===== src/core/fhl_pkg.sv =====
// constants and types shared by the fault history logger
package fhl_pkg;
	// ****************************************
	// geometry
	// ****************************************
	localparam int FHL_DEPTH = 10;
	localparam int FHL_CODE_W = 8;
	localparam int FHL_SUB_W = 16;
	localparam int FHL_STAMP_W = 32;
	localparam int FHL_MON_N = 18;
	localparam int FHL_MON_W = 16;
	localparam int FHL_NOPT = 4;
	// ****************************************
	// register offsets (byte addresses)
	// ****************************************
	localparam logic [11:0] FHL_CTRL_OFS = 12'h000;
	localparam logic [11:0] FHL_STAT_OFS = 12'h004;
	localparam logic [11:0] FHL_IRQ_STAT_OFS = 12'h008;
	localparam logic [11:0] FHL_IRQ_EN_OFS = 12'h00C;
	localparam logic [11:0] FHL_IRQ_CLR_OFS = 12'h010;
	localparam logic [11:0] FHL_LOG_RESET_OFS = 12'h014;
	localparam logic [11:0] FHL_PROG_ERR_OFS = 12'h018;
	localparam logic [11:0] FHL_CODE_BASE = 12'h100;
	localparam logic [11:0] FHL_SUB_BASE = 12'h140;
	localparam logic [11:0] FHL_DATE_BASE = 12'h180;
	localparam logic [11:0] FHL_TIME_BASE = 12'h1C0;
	localparam logic [11:0] FHL_MON_BASE = 12'h200;
	localparam logic [11:0] FHL_BANK_MASK = 12'hFC0;
	// ****************************************
	// fields and values
	// ****************************************
	localparam int FHL_NOFREEZE_BIT = 4;
	localparam int FHL_TSEL_BIT = 0;
	localparam int FHL_CLEAR_BIT = 1;
	localparam logic [7:0] FHL_LOG_RESET_KEY = 8'hFF;
	localparam logic [7:0] FHL_CTRL_RST = 8'h00;
	localparam int FHL_IRQ_W = 3;
	localparam int FHL_IRQ_FAULT = 0;
	localparam int FHL_IRQ_CLEARED = 1;
	localparam int FHL_IRQ_PROG = 2;
	// programming error codes
	typedef enum logic [2:0] {
		FHL_ERR_NONE = 3'h0,
		FHL_ERR_MEM = 3'h1,
		FHL_ERR_RST_ACK = 3'h2,
		FHL_ERR_ERASE = 3'h3,
		FHL_ERR_PROGRAM = 3'h4,
		FHL_ERR_NOT_READY = 3'h5
	} fhl_err_t;
endpackage


===== src/core/fhl_prog_err.sv =====
// programming error code encoder
`timescale 1ns/1ps
module fhl_prog_err
	import fhl_pkg::*;
#(
	parameter int NOPT = FHL_NOPT
)
(
	// clock and reset
	input wire logic pclk,
	input wire logic presetn,
	// loader status
	input wire logic check_strobe,
	input wire logic mem_overflow,
	input wire logic [NOPT-1:0] opt_present,
	input wire logic [NOPT-1:0] opt_reset_ack,
	input wire logic erase_fail,
	input wire logic program_fail,
	input wire logic [NOPT-1:0] module_init_done_flag,
	// result
	output fhl_err_t err_code,
	output logic err_new
);
	fhl_err_t code;
	fhl_err_t next_code;
	logic next_new;
	logic new_q;

	always_comb
	begin
		next_code = code;
		next_new = 1'b0;
		if (check_strobe)
		begin
			next_new = 1'b1;
			if (mem_overflow)
				next_code = FHL_ERR_MEM;
			else if ((opt_present & ~opt_reset_ack) != '0)
				next_code = FHL_ERR_RST_ACK;
			else if (erase_fail)
				next_code = FHL_ERR_ERASE;
			else if (program_fail)
				next_code = FHL_ERR_PROGRAM;
			else if ((opt_present & ~module_init_done_flag) != '0)
				next_code = FHL_ERR_NOT_READY;
			else
			begin
				next_code = FHL_ERR_NONE;
				next_new = 1'b0;
			end
		end
	end

	always_ff @(posedge pclk or negedge presetn)
	begin
		if (!presetn)
		begin
			code <= FHL_ERR_NONE;
			new_q <= 1'b0;
		end
		else
		begin
			code <= next_code;
			new_q <= next_new;
		end
	end

	assign err_code = code;
	assign err_new = new_q;

	mem_code_a: assert property (@(posedge pclk) disable iff (!presetn)
		check_strobe && mem_overflow |=> err_code == FHL_ERR_MEM)
		else $error("memory overflow not coded 1");
	ready_code_a: assert property (@(posedge pclk) disable iff (!presetn)
		check_strobe && !mem_overflow && (opt_present & ~opt_reset_ack) == '0 && !erase_fail
		&& !program_fail && (opt_present & ~module_init_done_flag) != '0
		|=> err_code == FHL_ERR_NOT_READY)
		else $error("not ready not coded 5");
endmodule


===== src/core/fhl_top.sv =====
// fault history logger with trip response and apb registers
//
// Chosen here: the APB register port and the address map.
`timescale 1ns/1ps
module fhl_top
	import fhl_pkg::*;
#(
	parameter int DEPTH = FHL_DEPTH,
	parameter int NOPT = FHL_NOPT
)
(
	// clock and reset
	input wire logic pclk,
	input wire logic presetn,
	// apb slave
	input wire logic psel,
	input wire logic penable,
	input wire logic pwrite,
	input wire logic [11:0] paddr,
	input wire logic [31:0] pwdata,
	output logic [31:0] prdata,
	output logic pready,
	output logic pslverr,
	// fault source
	input wire logic fault_strobe,
	input wire logic [FHL_CODE_W-1:0] fault_code,
	input wire logic fault_has_sub,
	input wire logic [FHL_SUB_W-1:0] fault_sub,
	// date and time sources
	input wire logic [FHL_STAMP_W-1:0] date_a,
	input wire logic [FHL_STAMP_W-1:0] time_a,
	input wire logic [FHL_STAMP_W-1:0] date_b,
	input wire logic [FHL_STAMP_W-1:0] time_b,
	// live monitoring values
	input wire logic [FHL_MON_N*FHL_MON_W-1:0] mon_live,
	// loader status
	input wire logic check_strobe,
	input wire logic mem_overflow,
	input wire logic [NOPT-1:0] opt_present,
	input wire logic [NOPT-1:0] opt_reset_ack,
	input wire logic erase_fail,
	input wire logic program_fail,
	input wire logic [NOPT-1:0] module_init_done_flag,
	// outputs
	output logic power_enable,
	output logic tripped,
	output logic irq
);
	// ****************************************
	// apb decode
	// ****************************************
	logic wr_en;
	logic rd_en;
	assign wr_en = psel && penable && pwrite;
	assign rd_en = psel && penable && !pwrite;
	assign pready = 1'b1;

	logic [11:0] bank;
	logic [3:0] idx;
	logic [4:0] midx;
	assign bank = paddr & FHL_BANK_MASK;
	assign idx = paddr[5:2];
	assign midx = paddr[6:2];

	logic log_reset_wr;
	logic ctrl_wr;
	logic fault_clear;
	assign log_reset_wr = wr_en && paddr == FHL_LOG_RESET_OFS
		&& pwdata[7:0] == FHL_LOG_RESET_KEY;
	assign ctrl_wr = wr_en && paddr == FHL_CTRL_OFS;
	assign fault_clear = ctrl_wr && pwdata[FHL_CLEAR_BIT];

	// ****************************************
	// history logs
	// ****************************************
	logic [FHL_CODE_W-1:0] code_log [DEPTH];
	logic [FHL_SUB_W-1:0] sub_log [DEPTH];
	logic [FHL_STAMP_W-1:0] date_log [DEPTH];
	logic [FHL_STAMP_W-1:0] time_log [DEPTH];
	logic [FHL_CODE_W-1:0] next_code_log [DEPTH];
	logic [FHL_SUB_W-1:0] next_sub_log [DEPTH];
	logic [FHL_STAMP_W-1:0] next_date_log [DEPTH];
	logic [FHL_STAMP_W-1:0] next_time_log [DEPTH];
	logic [7:0] ctrl;
	logic [7:0] next_ctrl;
	logic [FHL_STAMP_W-1:0] date_sel;
	logic [FHL_STAMP_W-1:0] time_sel;

	assign date_sel = ctrl[FHL_TSEL_BIT] ? date_b : date_a;
	assign time_sel = ctrl[FHL_TSEL_BIT] ? time_b : time_a;

	always_comb
	begin
		next_ctrl = ctrl_wr ? pwdata[7:0] : ctrl;
		next_code_log = code_log;
		next_sub_log = sub_log;
		next_date_log = date_log;
		next_time_log = time_log;
		// a fault in the reset cycle is logged after the wipe, so it is not lost
		if (log_reset_wr)
		begin
			for (int i = 0; i < DEPTH; i++)
			begin
				next_code_log[i] = '0;
				next_sub_log[i] = '0;
				next_date_log[i] = '0;
				next_time_log[i] = '0;
			end
		end
		if (fault_strobe)
		begin
			for (int i = DEPTH - 1; i > 0; i--)
			begin
				next_code_log[i] = code_log[i-1];
				next_sub_log[i] = sub_log[i-1];
				next_date_log[i] = date_log[i-1];
				next_time_log[i] = time_log[i-1];
			end
			if (log_reset_wr)
			begin
				for (int i = 1; i < DEPTH; i++)
				begin
					next_code_log[i] = '0;
					next_sub_log[i] = '0;
					next_date_log[i] = '0;
					next_time_log[i] = '0;
				end
			end
			next_code_log[0] = fault_code;
			next_sub_log[0] = fault_has_sub ? fault_sub : '0;
			next_date_log[0] = date_sel;
			next_time_log[0] = time_sel;
		end
	end

	always_ff @(posedge pclk or negedge presetn)
	begin
		if (!presetn)
		begin
			ctrl <= FHL_CTRL_RST;
			for (int i = 0; i < DEPTH; i++)
			begin
				code_log[i] <= '0;
				sub_log[i] <= '0;
				date_log[i] <= '0;
				time_log[i] <= '0;
			end
		end
		else
		begin
			ctrl <= next_ctrl;
			code_log <= next_code_log;
			sub_log <= next_sub_log;
			date_log <= next_date_log;
			time_log <= next_time_log;
		end
	end

	// ****************************************
	// trip state and freeze
	// ****************************************
	logic trip;
	logic next_trip;
	logic [FHL_MON_N*FHL_MON_W-1:0] mon_held;
	logic [FHL_MON_N*FHL_MON_W-1:0] next_mon_held;
	logic freeze;

	assign freeze = (trip || fault_strobe) && !ctrl[FHL_NOFREEZE_BIT];

	always_comb
	begin
		// a new fault beats a clear in the same cycle
		next_trip = fault_strobe ? 1'b1 : (fault_clear ? 1'b0 : trip);
		next_mon_held = (freeze && !(fault_clear && !fault_strobe)) ? mon_held : mon_live;
		if (fault_strobe && !trip && !ctrl[FHL_NOFREEZE_BIT])
			next_mon_held = mon_held;
	end

	always_ff @(posedge pclk or negedge presetn)
	begin
		if (!presetn)
		begin
			trip <= 1'b0;
			mon_held <= '0;
		end
		else
		begin
			trip <= next_trip;
			mon_held <= next_mon_held;
		end
	end

	assign power_enable = !trip && !fault_strobe;
	assign tripped = trip;

	// ****************************************
	// programming errors
	// ****************************************
	fhl_err_t err_code;
	logic err_new;

	fhl_prog_err #(
		.NOPT(NOPT)
	) u_prog_err (
		.pclk(pclk),
		.presetn(presetn),
		.check_strobe(check_strobe),
		.mem_overflow(mem_overflow),
		.opt_present(opt_present),
		.opt_reset_ack(opt_reset_ack),
		.erase_fail(erase_fail),
		.program_fail(program_fail),
		.module_init_done_flag(module_init_done_flag),
		.err_code(err_code),
		.err_new(err_new)
	);

	// ****************************************
	// interrupts
	// ****************************************
	logic [FHL_IRQ_W-1:0] irq_stat;
	logic [FHL_IRQ_W-1:0] irq_en;
	logic [FHL_IRQ_W-1:0] next_irq_stat;
	logic [FHL_IRQ_W-1:0] next_irq_en;
	logic [FHL_IRQ_W-1:0] irq_set;
	logic [FHL_IRQ_W-1:0] irq_clr;

	always_comb
	begin
		irq_set = '0;
		irq_set[FHL_IRQ_FAULT] = fault_strobe;
		irq_set[FHL_IRQ_CLEARED] = fault_clear && trip && !fault_strobe;
		irq_set[FHL_IRQ_PROG] = err_new;
		irq_clr = (wr_en && paddr == FHL_IRQ_CLR_OFS) ? pwdata[FHL_IRQ_W-1:0] : '0;
		// set wins over clear
		next_irq_stat = (irq_stat & ~irq_clr) | irq_set;
		next_irq_en = (wr_en && paddr == FHL_IRQ_EN_OFS) ? pwdata[FHL_IRQ_W-1:0] : irq_en;
	end

	always_ff @(posedge pclk or negedge presetn)
	begin
		if (!presetn)
		begin
			irq_stat <= '0;
			irq_en <= '0;
		end
		else
		begin
			irq_stat <= next_irq_stat;
			irq_en <= next_irq_en;
		end
	end

	assign irq = |(irq_stat & irq_en);

	// ****************************************
	// read mux
	// ****************************************
	logic [31:0] rdata;
	logic rd_bad;

	always_comb
	begin
		rdata = '0;
		rd_bad = 1'b0;
		if (paddr == FHL_CTRL_OFS)
			rdata = {24'h000000, ctrl};
		else if (paddr == FHL_STAT_OFS)
			rdata = {30'h00000000, power_enable, trip};
		else if (paddr == FHL_IRQ_STAT_OFS)
			rdata = {29'h00000000, irq_stat};
		else if (paddr == FHL_IRQ_EN_OFS)
			rdata = {29'h00000000, irq_en};
		else if (paddr == FHL_IRQ_CLR_OFS || paddr == FHL_LOG_RESET_OFS)
			rdata = '0;
		else if (paddr == FHL_PROG_ERR_OFS)
			rdata = {29'h00000000, err_code};
		else if (bank == FHL_CODE_BASE && idx < DEPTH)
			rdata = {24'h000000, code_log[idx]};
		else if (bank == FHL_SUB_BASE && idx < DEPTH)
			rdata = {16'h0000, sub_log[idx]};
		else if (bank == FHL_DATE_BASE && idx < DEPTH)
			rdata = date_log[idx];
		else if (bank == FHL_TIME_BASE && idx < DEPTH)
			rdata = time_log[idx];
		else if (paddr[11:7] == FHL_MON_BASE[11:7] && midx < FHL_MON_N)
			rdata = {16'h0000, mon_held[midx*FHL_MON_W +: FHL_MON_W]};
		else
			rd_bad = 1'b1;
	end

	assign prdata = rd_en ? rdata : '0;
	assign pslverr = rd_en && rd_bad;

	// ****************************************
	// checks
	// ****************************************
	// shift check
	shift_down_a: assert property (@(posedge pclk) disable iff (!presetn)
		fault_strobe && !log_reset_wr |=> code_log[1] == $past(code_log[0]))
		else $error("log did not shift");
	newest_slot_a: assert property (@(posedge pclk) disable iff (!presetn)
		fault_strobe |=> code_log[0] == $past(fault_code))
		else $error("newest code not in slot zero");
	sub_zero_a: assert property (@(posedge pclk) disable iff (!presetn)
		fault_strobe && !fault_has_sub |=> sub_log[0] == '0)
		else $error("missing sub-code not zero");
	stamp_capture_a: assert property (@(posedge pclk) disable iff (!presetn)
		fault_strobe && !ctrl[FHL_TSEL_BIT] |=> date_log[0] == $past(date_a))
		else $error("date not captured");
	log_wipe_a: assert property (@(posedge pclk) disable iff (!presetn)
		log_reset_wr && !fault_strobe |=> code_log[DEPTH-1] == '0 && code_log[0] == '0)
		else $error("log not wiped");
	power_off_a: assert property (@(posedge pclk) disable iff (!presetn)
		fault_strobe |-> !power_enable ##1 !power_enable)
		else $error("power stage not disabled");
	freeze_hold_a: assert property (@(posedge pclk) disable iff (!presetn)
		trip && !ctrl[FHL_NOFREEZE_BIT] && !fault_clear |=> $stable(mon_held))
		else $error("monitor values moved while tripped");
	no_freeze_a: assert property (@(posedge pclk) disable iff (!presetn)
		ctrl[FHL_NOFREEZE_BIT] |=> mon_held == $past(mon_live))
		else $error("monitor frozen although disabled");
	clear_release_a: assert property (@(posedge pclk) disable iff (!presetn)
		fault_clear && !fault_strobe |=> !trip && mon_held == $past(mon_live))
		else $error("clear did not release freeze");
	fault_seen_c: cover property (@(posedge pclk) disable iff (!presetn)
		fault_strobe ##1 trip [*3] ##1 !trip);
	log_reset_c: cover property (@(posedge pclk) disable iff (!presetn) log_reset_wr);
	prog_err_c: cover property (@(posedge pclk) disable iff (!presetn) err_new);
	irq_c: cover property (@(posedge pclk) disable iff (!presetn) irq);
endmodule


===== config.mk =====
export PLATFORM = sky130hd
export DESIGN_NAME = fhl_top
export DESIGN_NICKNAME = d
export VERILOG_FILES = /design/src/core/fhl_pkg.sv /design/src/core/fhl_prog_err.sv /design/src/core/fhl_top.sv
export SDC_FILE = /design/constraint.sdc
export NUM_CORES = 2
export LEC_CHECK = 0
export BUFFER_PORTS_ARGS = -buffer_cell sky130_fd_sc_hd__buf_2
export CAP_MARGIN = 20
export CORE_MARGIN = 8
export CORE_UTILIZATION = 50
export DETAILED_ROUTE_END_ITERATION = 8
export PLACE_DENSITY = 0.79
export SLEW_MARGIN = 20
export SYNTH_ARGS = -nofsm -noshare
export SYNTH_HDL_FRONTEND = slang
export SYNTH_SLANG_ARGS = --single-unit

===== constraint.sdc =====
create_clock -name pclk -period 3.25 [get_ports pclk]
set_input_delay 0.325 -clock pclk [delete_from_list [all_inputs] [get_ports pclk]]
set_output_delay 0.325 -clock pclk [all_outputs]
set_load 0.1 [all_outputs]

; ---- Word level (Yosys, flattened, before mapping)
; Cells that the tools add are included.
[totals]
ff_bits = 1187
in_bits = 507
output_inout_bits = 37
elab_cells = 174
[op_classes]
magnitude_cmp = 3
n_eq_ne = 12
shift = 1
mux = 63
n_bitwise = 11
n_reduce_logical = 37
[ops]
columns = op, count
row1 = $mux W320, 3
row2 = $mux W288, 2
row3 = $mux W32, 17
row4 = $mux W160, 2
row5 = $shiftx A288 B10 Y16, 1
row6 = $bmux W32 S4, 2
row7 = $mux W80, 2
row8 = $mux W144, 1
row9 = $mux W72, 1
row10 = $bmux W16 S4, 1
row11 = $mux W16, 4
row12 = $eq A12 B5 Y1 const B, 3
row13 = $bmux W8 S4, 1
row14 = $eq A12 B4 Y1 const B, 2
row15 = $eq A6 B3 Y1 const B, 4
row16 = $logic_and A1 B1 Y1, 23
row17 = $mux W1, 19
row18 = $mux W3, 6
row19 = $mux W8, 2
row20 = $eq A12 B3 Y1 const B, 1
row21 = $logic_not A12 Y1, 1
row22 = $and A4 B4 Y4, 2
row23 = $eq A8 B8 Y1 const B, 1
row24 = $not A4 Y4, 2
row25 = other kinds (15), 24

; ---- Longest topological paths before layout
[depth]
depth_word = 15
mapped_depth = 13
depth_no_buf = 6

; ---- By module
; From an unflattened synthesis, not the netlist that was laid out.
[hier_totals]
hier_cells = 4656
hier_area_um2 = 58295.9
[by_module_without_submodules]
columns = mod, n_inst, cells_per_inst, area_per_inst_um2
row1 = fhl_top, 1, 4627, 58030.7
row2 = fhl_prog_err, 1, 29, 265.3

; ---- Worst setup path before layout
; No wires, ideal clock.
[synth_timing]
path_kind = input -> output
startpoint = in paddr[2]
endpoint = out prdata[6]
t_arrival_ns = 4.455
required_time_ns = 2.925
setup_slack_ns = -1.530
path_stages = 11
path_cell_list = buf_4 -> buf_4 -> buf_4 -> buf_2 -> buf_4 -> buf_2 -> buf_4 -> mux2i_1 -> o22ai_1 -> nor4_1 -> o32ai_1
[synth_via]
elab_chain_len = 15
elab_cells_between_ends = 41
cone_classes = order compare: 2 / eq/ne: 6 / shift: 1 / mux: 24 / bitwise: 1 / reduce/logical: 7
[synth_lines]
columns = item, line
row1 = "start, declared", fhl_top.sv:19  ; input wire logic [11:0] paddr,
row2 = "parallel branches: the longest is 13 deep, another holds $shiftx A288 B10 Y16", -
row3 = $mux W32 *, fhl_top.sv:266  ; if (paddr == FHL_CTRL_OFS)
row4 = $mux W32 *, fhl_top.sv:292  ; assign prdata = rd_en ? rdata : '0;
row5 = "end, declared", fhl_top.sv:21  ; output logic [31:0] prdata,
; Every way passes the cells marked *. The select of a mux whose other input is x is not followed.

; ---- Final worst setup path
; Same ends and word-level chain as after synthesis.

==> flow_metrics.py <==
metrics = {
    "outcome": {
        "status": "finished with violations",
        "violations": "negative setup slack",
    },
    "die": {
        "die_x_um": 357,
        "floorplan.initialDensity": 0.502,
        "fp.dieArea_sq_um": 128000,
        "rows": 125,
        "die_h_um": 357,
        "ios": 544,
        "core_sq_um": 116000,
    },
    "logic_synthesis": {
        "syn-mean-instance-area_sq_um": 12.4,
        "async_reset_ff_frac": 1.00,
        "synth_warnings": 0,
        "ys_types": 65,
        "synth_ff_type": "dfrtp_1",
        "ys_seq_area_frac": 0.510,
        "syn_inst": 4678,
        "syn_area_sq_um": 58200,
        "syn_nets": 5185,
        "synth_edf_count": 0,
        "yosys_register_bits": 1187,
    },
    "placed_design": {
        "gp_congestion": 0.901,
        "io_buffer_count": 518,
        "place_hpwl_um": 110000,
        "pre_cts_slack_ps": -419,
    },
    "routing": {
        "final_antenna_net_count": 0,
        "drcViolationCount": 0,
        "wire_per_inst_um": 25.1,
        "drtIter0Drc": 3904,
        "vias_per_cell": 5.98,
        "vias": 43300,
        "first_pass_iters": 5,
        "drt_wl_total_um": 182000,
    },
    "sta": {
        "post-route-period-util": 1.11,
        "rsz0062_at_grt": "true",
        "setup_viol": 7,
        "slew_headroom": 0.231,
        "skew_ps": 59.7,
        "holdWs_ps": 19.5,
        "hold_viol_final": 0,
        "max_freq_ghz": 0.278,
        "slew_viol_final": 0,
        "worstMarginPinSlew_ps": 1150,
        "setup_ws_ps": -344,
        "layout_min_cycle_time_ps": 3590,
    },
    "setup_path": {
        "crit_path_end_kind": "output pin",
        "arrival_ps": 3270,
        "path_class": "in2out",
        "worstSetupStartpointType": "primary input",
        "crit_path_max_fanout": 16,
        "critPathRequiredTime_ps": 2920,
    },
    "cts": {
        "cts_buffers": 119,
        "htree_levels": 3,
        "root_buffer": "clkbuf_16",
        "clkSlewWorstSetupHoldPaths_ps": 60,
        "clockBufferDepth": 3,
        "cts.sinks": 1187,
        "cts_tree": "yes",
        "insertion_delay_ps": 730,
    },
    "global_route": {
        "grt_pass1_wl_um": 274000,
        "grt_antenna_before_repair": 12,
        "grt_pass1_vias": 45100,
        "gr-total-overflow": 0,
        "grt_use_total": 0.273,
        "grt_max_degree": 160,
    },
    "worst_hold_path": {
        "hold_class": "in2reg",
    },
    "final_layout": {
        "layout_common_cells": "dfrtp_1 (1,183), mux2i_1 (967), nor2_1 (815)",
        "drive_gt1_frac": 0.294,
        "nets": 6129,
        "final_common_cell": "dfrtp_1",
        "area_delta_synth_final_pct": 25.3,
    },
    "pwr": {
        "power.density_nw_per_um2": 607,
        "irDropWorstVdd_v": 0.000550,
        "p_leak_nw": 35.7,
    },
    "run": {
        "cap_viol_max_count": 0,
    },
}
-- state kept, by name, indices dropped and copies added, names as in the netlist --
signal / count
code_log: 80
ctrl: 8
date_log: 320
irq_en: 3
irq_stat: 3
mon_held: 288
sub_log: 160
time_log: 320
tripped: 1
u_prog_err.err_code: 3
u_prog_err.err_new: 1
-- where the power goes --
part           internal (W)  switching (W)  total, W
Clock               0.00851        0.00613    0.0146
Sequential           0.0182        0.00278    0.0210
Combinational       0.00459        0.00403   0.00862
-- through the flow --
step / area, sq um / total power [W] / util / cells / TNS, ps
floorplan: 58400 / 0.0259 / - / 4678 / -3730
global placement: 64400 / 0.0283 / 0.556 / 6616 / -3690
detailed placement: 64400 / 0.0289 / 0.556 / 6616 / -3960
CTS: 72700 / 0.0439 / 0.628 / 7235 / -435
global route: 72900 / 0.0461 / 0.629 / 7247 / -1060
finish: 73000 / 0.0443 / 0.629 / 7250 / -1040
-- worst paths after layout --
kind	from	endpoint	slack [ps]	cells after the start
setup / recovery	paddr[2]	prdata[6]	-340	10
hold / removal	date_a[15]	date_log[303]$_DFFE_PN0P_	20	4
setup reg to reg	tripped$_DFFE_PN0P_	mon_held[55]$_DFFE_PN0P_	780	4
hold reg to reg	u_prog_err.err_new$_DFF_PN0_	irq_stat[2]$_DFF_PN0_	440	1
max in group asynchronous	presetn	ctrl[0]$_DFFE_PN0P_	1950	3
min in group asynchronous	presetn	date_log[1]$_DFFE_PN0P_	170	2
-- metal layers --
metal	GRT usage	vias to the layer above	wire, um	part of all wire
met5	0	-	35	0.00019
met3	0.0606	582	14900	0.082
met4	0.136	6	10300	0.057
met2	0.449	2126	87700	0.48
li1	-	18600	-	-
met1	0.342	22000	68800	0.38
-- synthesized netlist by cell type, types with 5 or more instances --
| master | instances | share of area |
|---|---|---|
| a21oi_1 | 54 | 0.0046 |
| a22o_1 | 17 | 0.0026 |
| a22oi_1 | 10 | 0.0013 |
| a31oi_1 | 7 | 0.00075 |
| buf_1 | 15 | 0.00097 |
| buf_2 | 38 | 0.0033 |
| buf_4 | 14 | 0.0018 |
| buf_6 | 25 | 0.0048 |
| clkbuf_1 | 276 | 0.018 |
| dfrtp_1 | 1187 | 0.51 |
| inv_1 | 19 | 0.0012 |
| mux2_2 | 170 | 0.033 |
| mux2_4 | 218 | 0.056 |
| mux2i_1 | 970 | 0.17 |
| mux4_2 | 218 | 0.084 |
| nand2_1 | 213 | 0.014 |
| nand3_1 | 16 | 0.0014 |
| nand4_1 | 6 | 0.00064 |
| nor2_1 | 839 | 0.054 |
| nor2b_1 | 6 | 0.00064 |
| nor3_1 | 20 | 0.0017 |
| nor3b_1 | 6 | 0.00077 |
| nor4_1 | 9 | 0.00097 |
| o211ai_1 | 5 | 0.00064 |
| o21ai_0 | 146 | 0.013 |
| o221ai_1 | 26 | 0.0039 |
| o22ai_1 | 59 | 0.0063 |
| o311ai_0 | 5 | 0.00075 |
| or3_1 | 6 | 0.00064 |
-- worst max-delay path, stage by stage --
cell and delay (ps):
buf_8 200, buf_4 340, buf_4 270, mux2i_1 150, a22oi_1 490, a31oi_1 200
a21oi_1 490, nor4_2 110, o32ai_4 410, buf_12 230
-- final cells by class --
cell class | count | area, sq um
fillers | 8095 | 42900
flip-flops and latches | 1187 | 29700
multi-input cells | 3103 | 27200
repair buffers | 1191 | 9900
clock buffers | 166 | 3420
well taps | 1524 | 1910
clock inverters | 49 | 701
inverters | 20 | 80.1
diodes | 10 | 25.0
-- logic make-up (layout without fill, tap and decap cells) --
group	count (synthesis)	count (layout)	share of synthesized area
and+or+nand+nor	1153	1153	0.0795
AOI/OAI and AO/OA	371	371	0.0396
muxes	1578	1578	0.341
buffers and inverters	388	1426	0.0300
DFF	1187	1187	0.510
other	1	11	0.0000644
-- timing repair --
item / CTS / global route
gates resized for setup: 40 / 33
setup endpoints to repair: 16 / 15
hold endpoints to repair: 500 / 0
cloned: 0 / 1
pin swaps: 12 / 7
hold buffers: 404 / 0
setup buffers: 2 / 5
No activity file was read; power rests on OpenSTA's default activity.
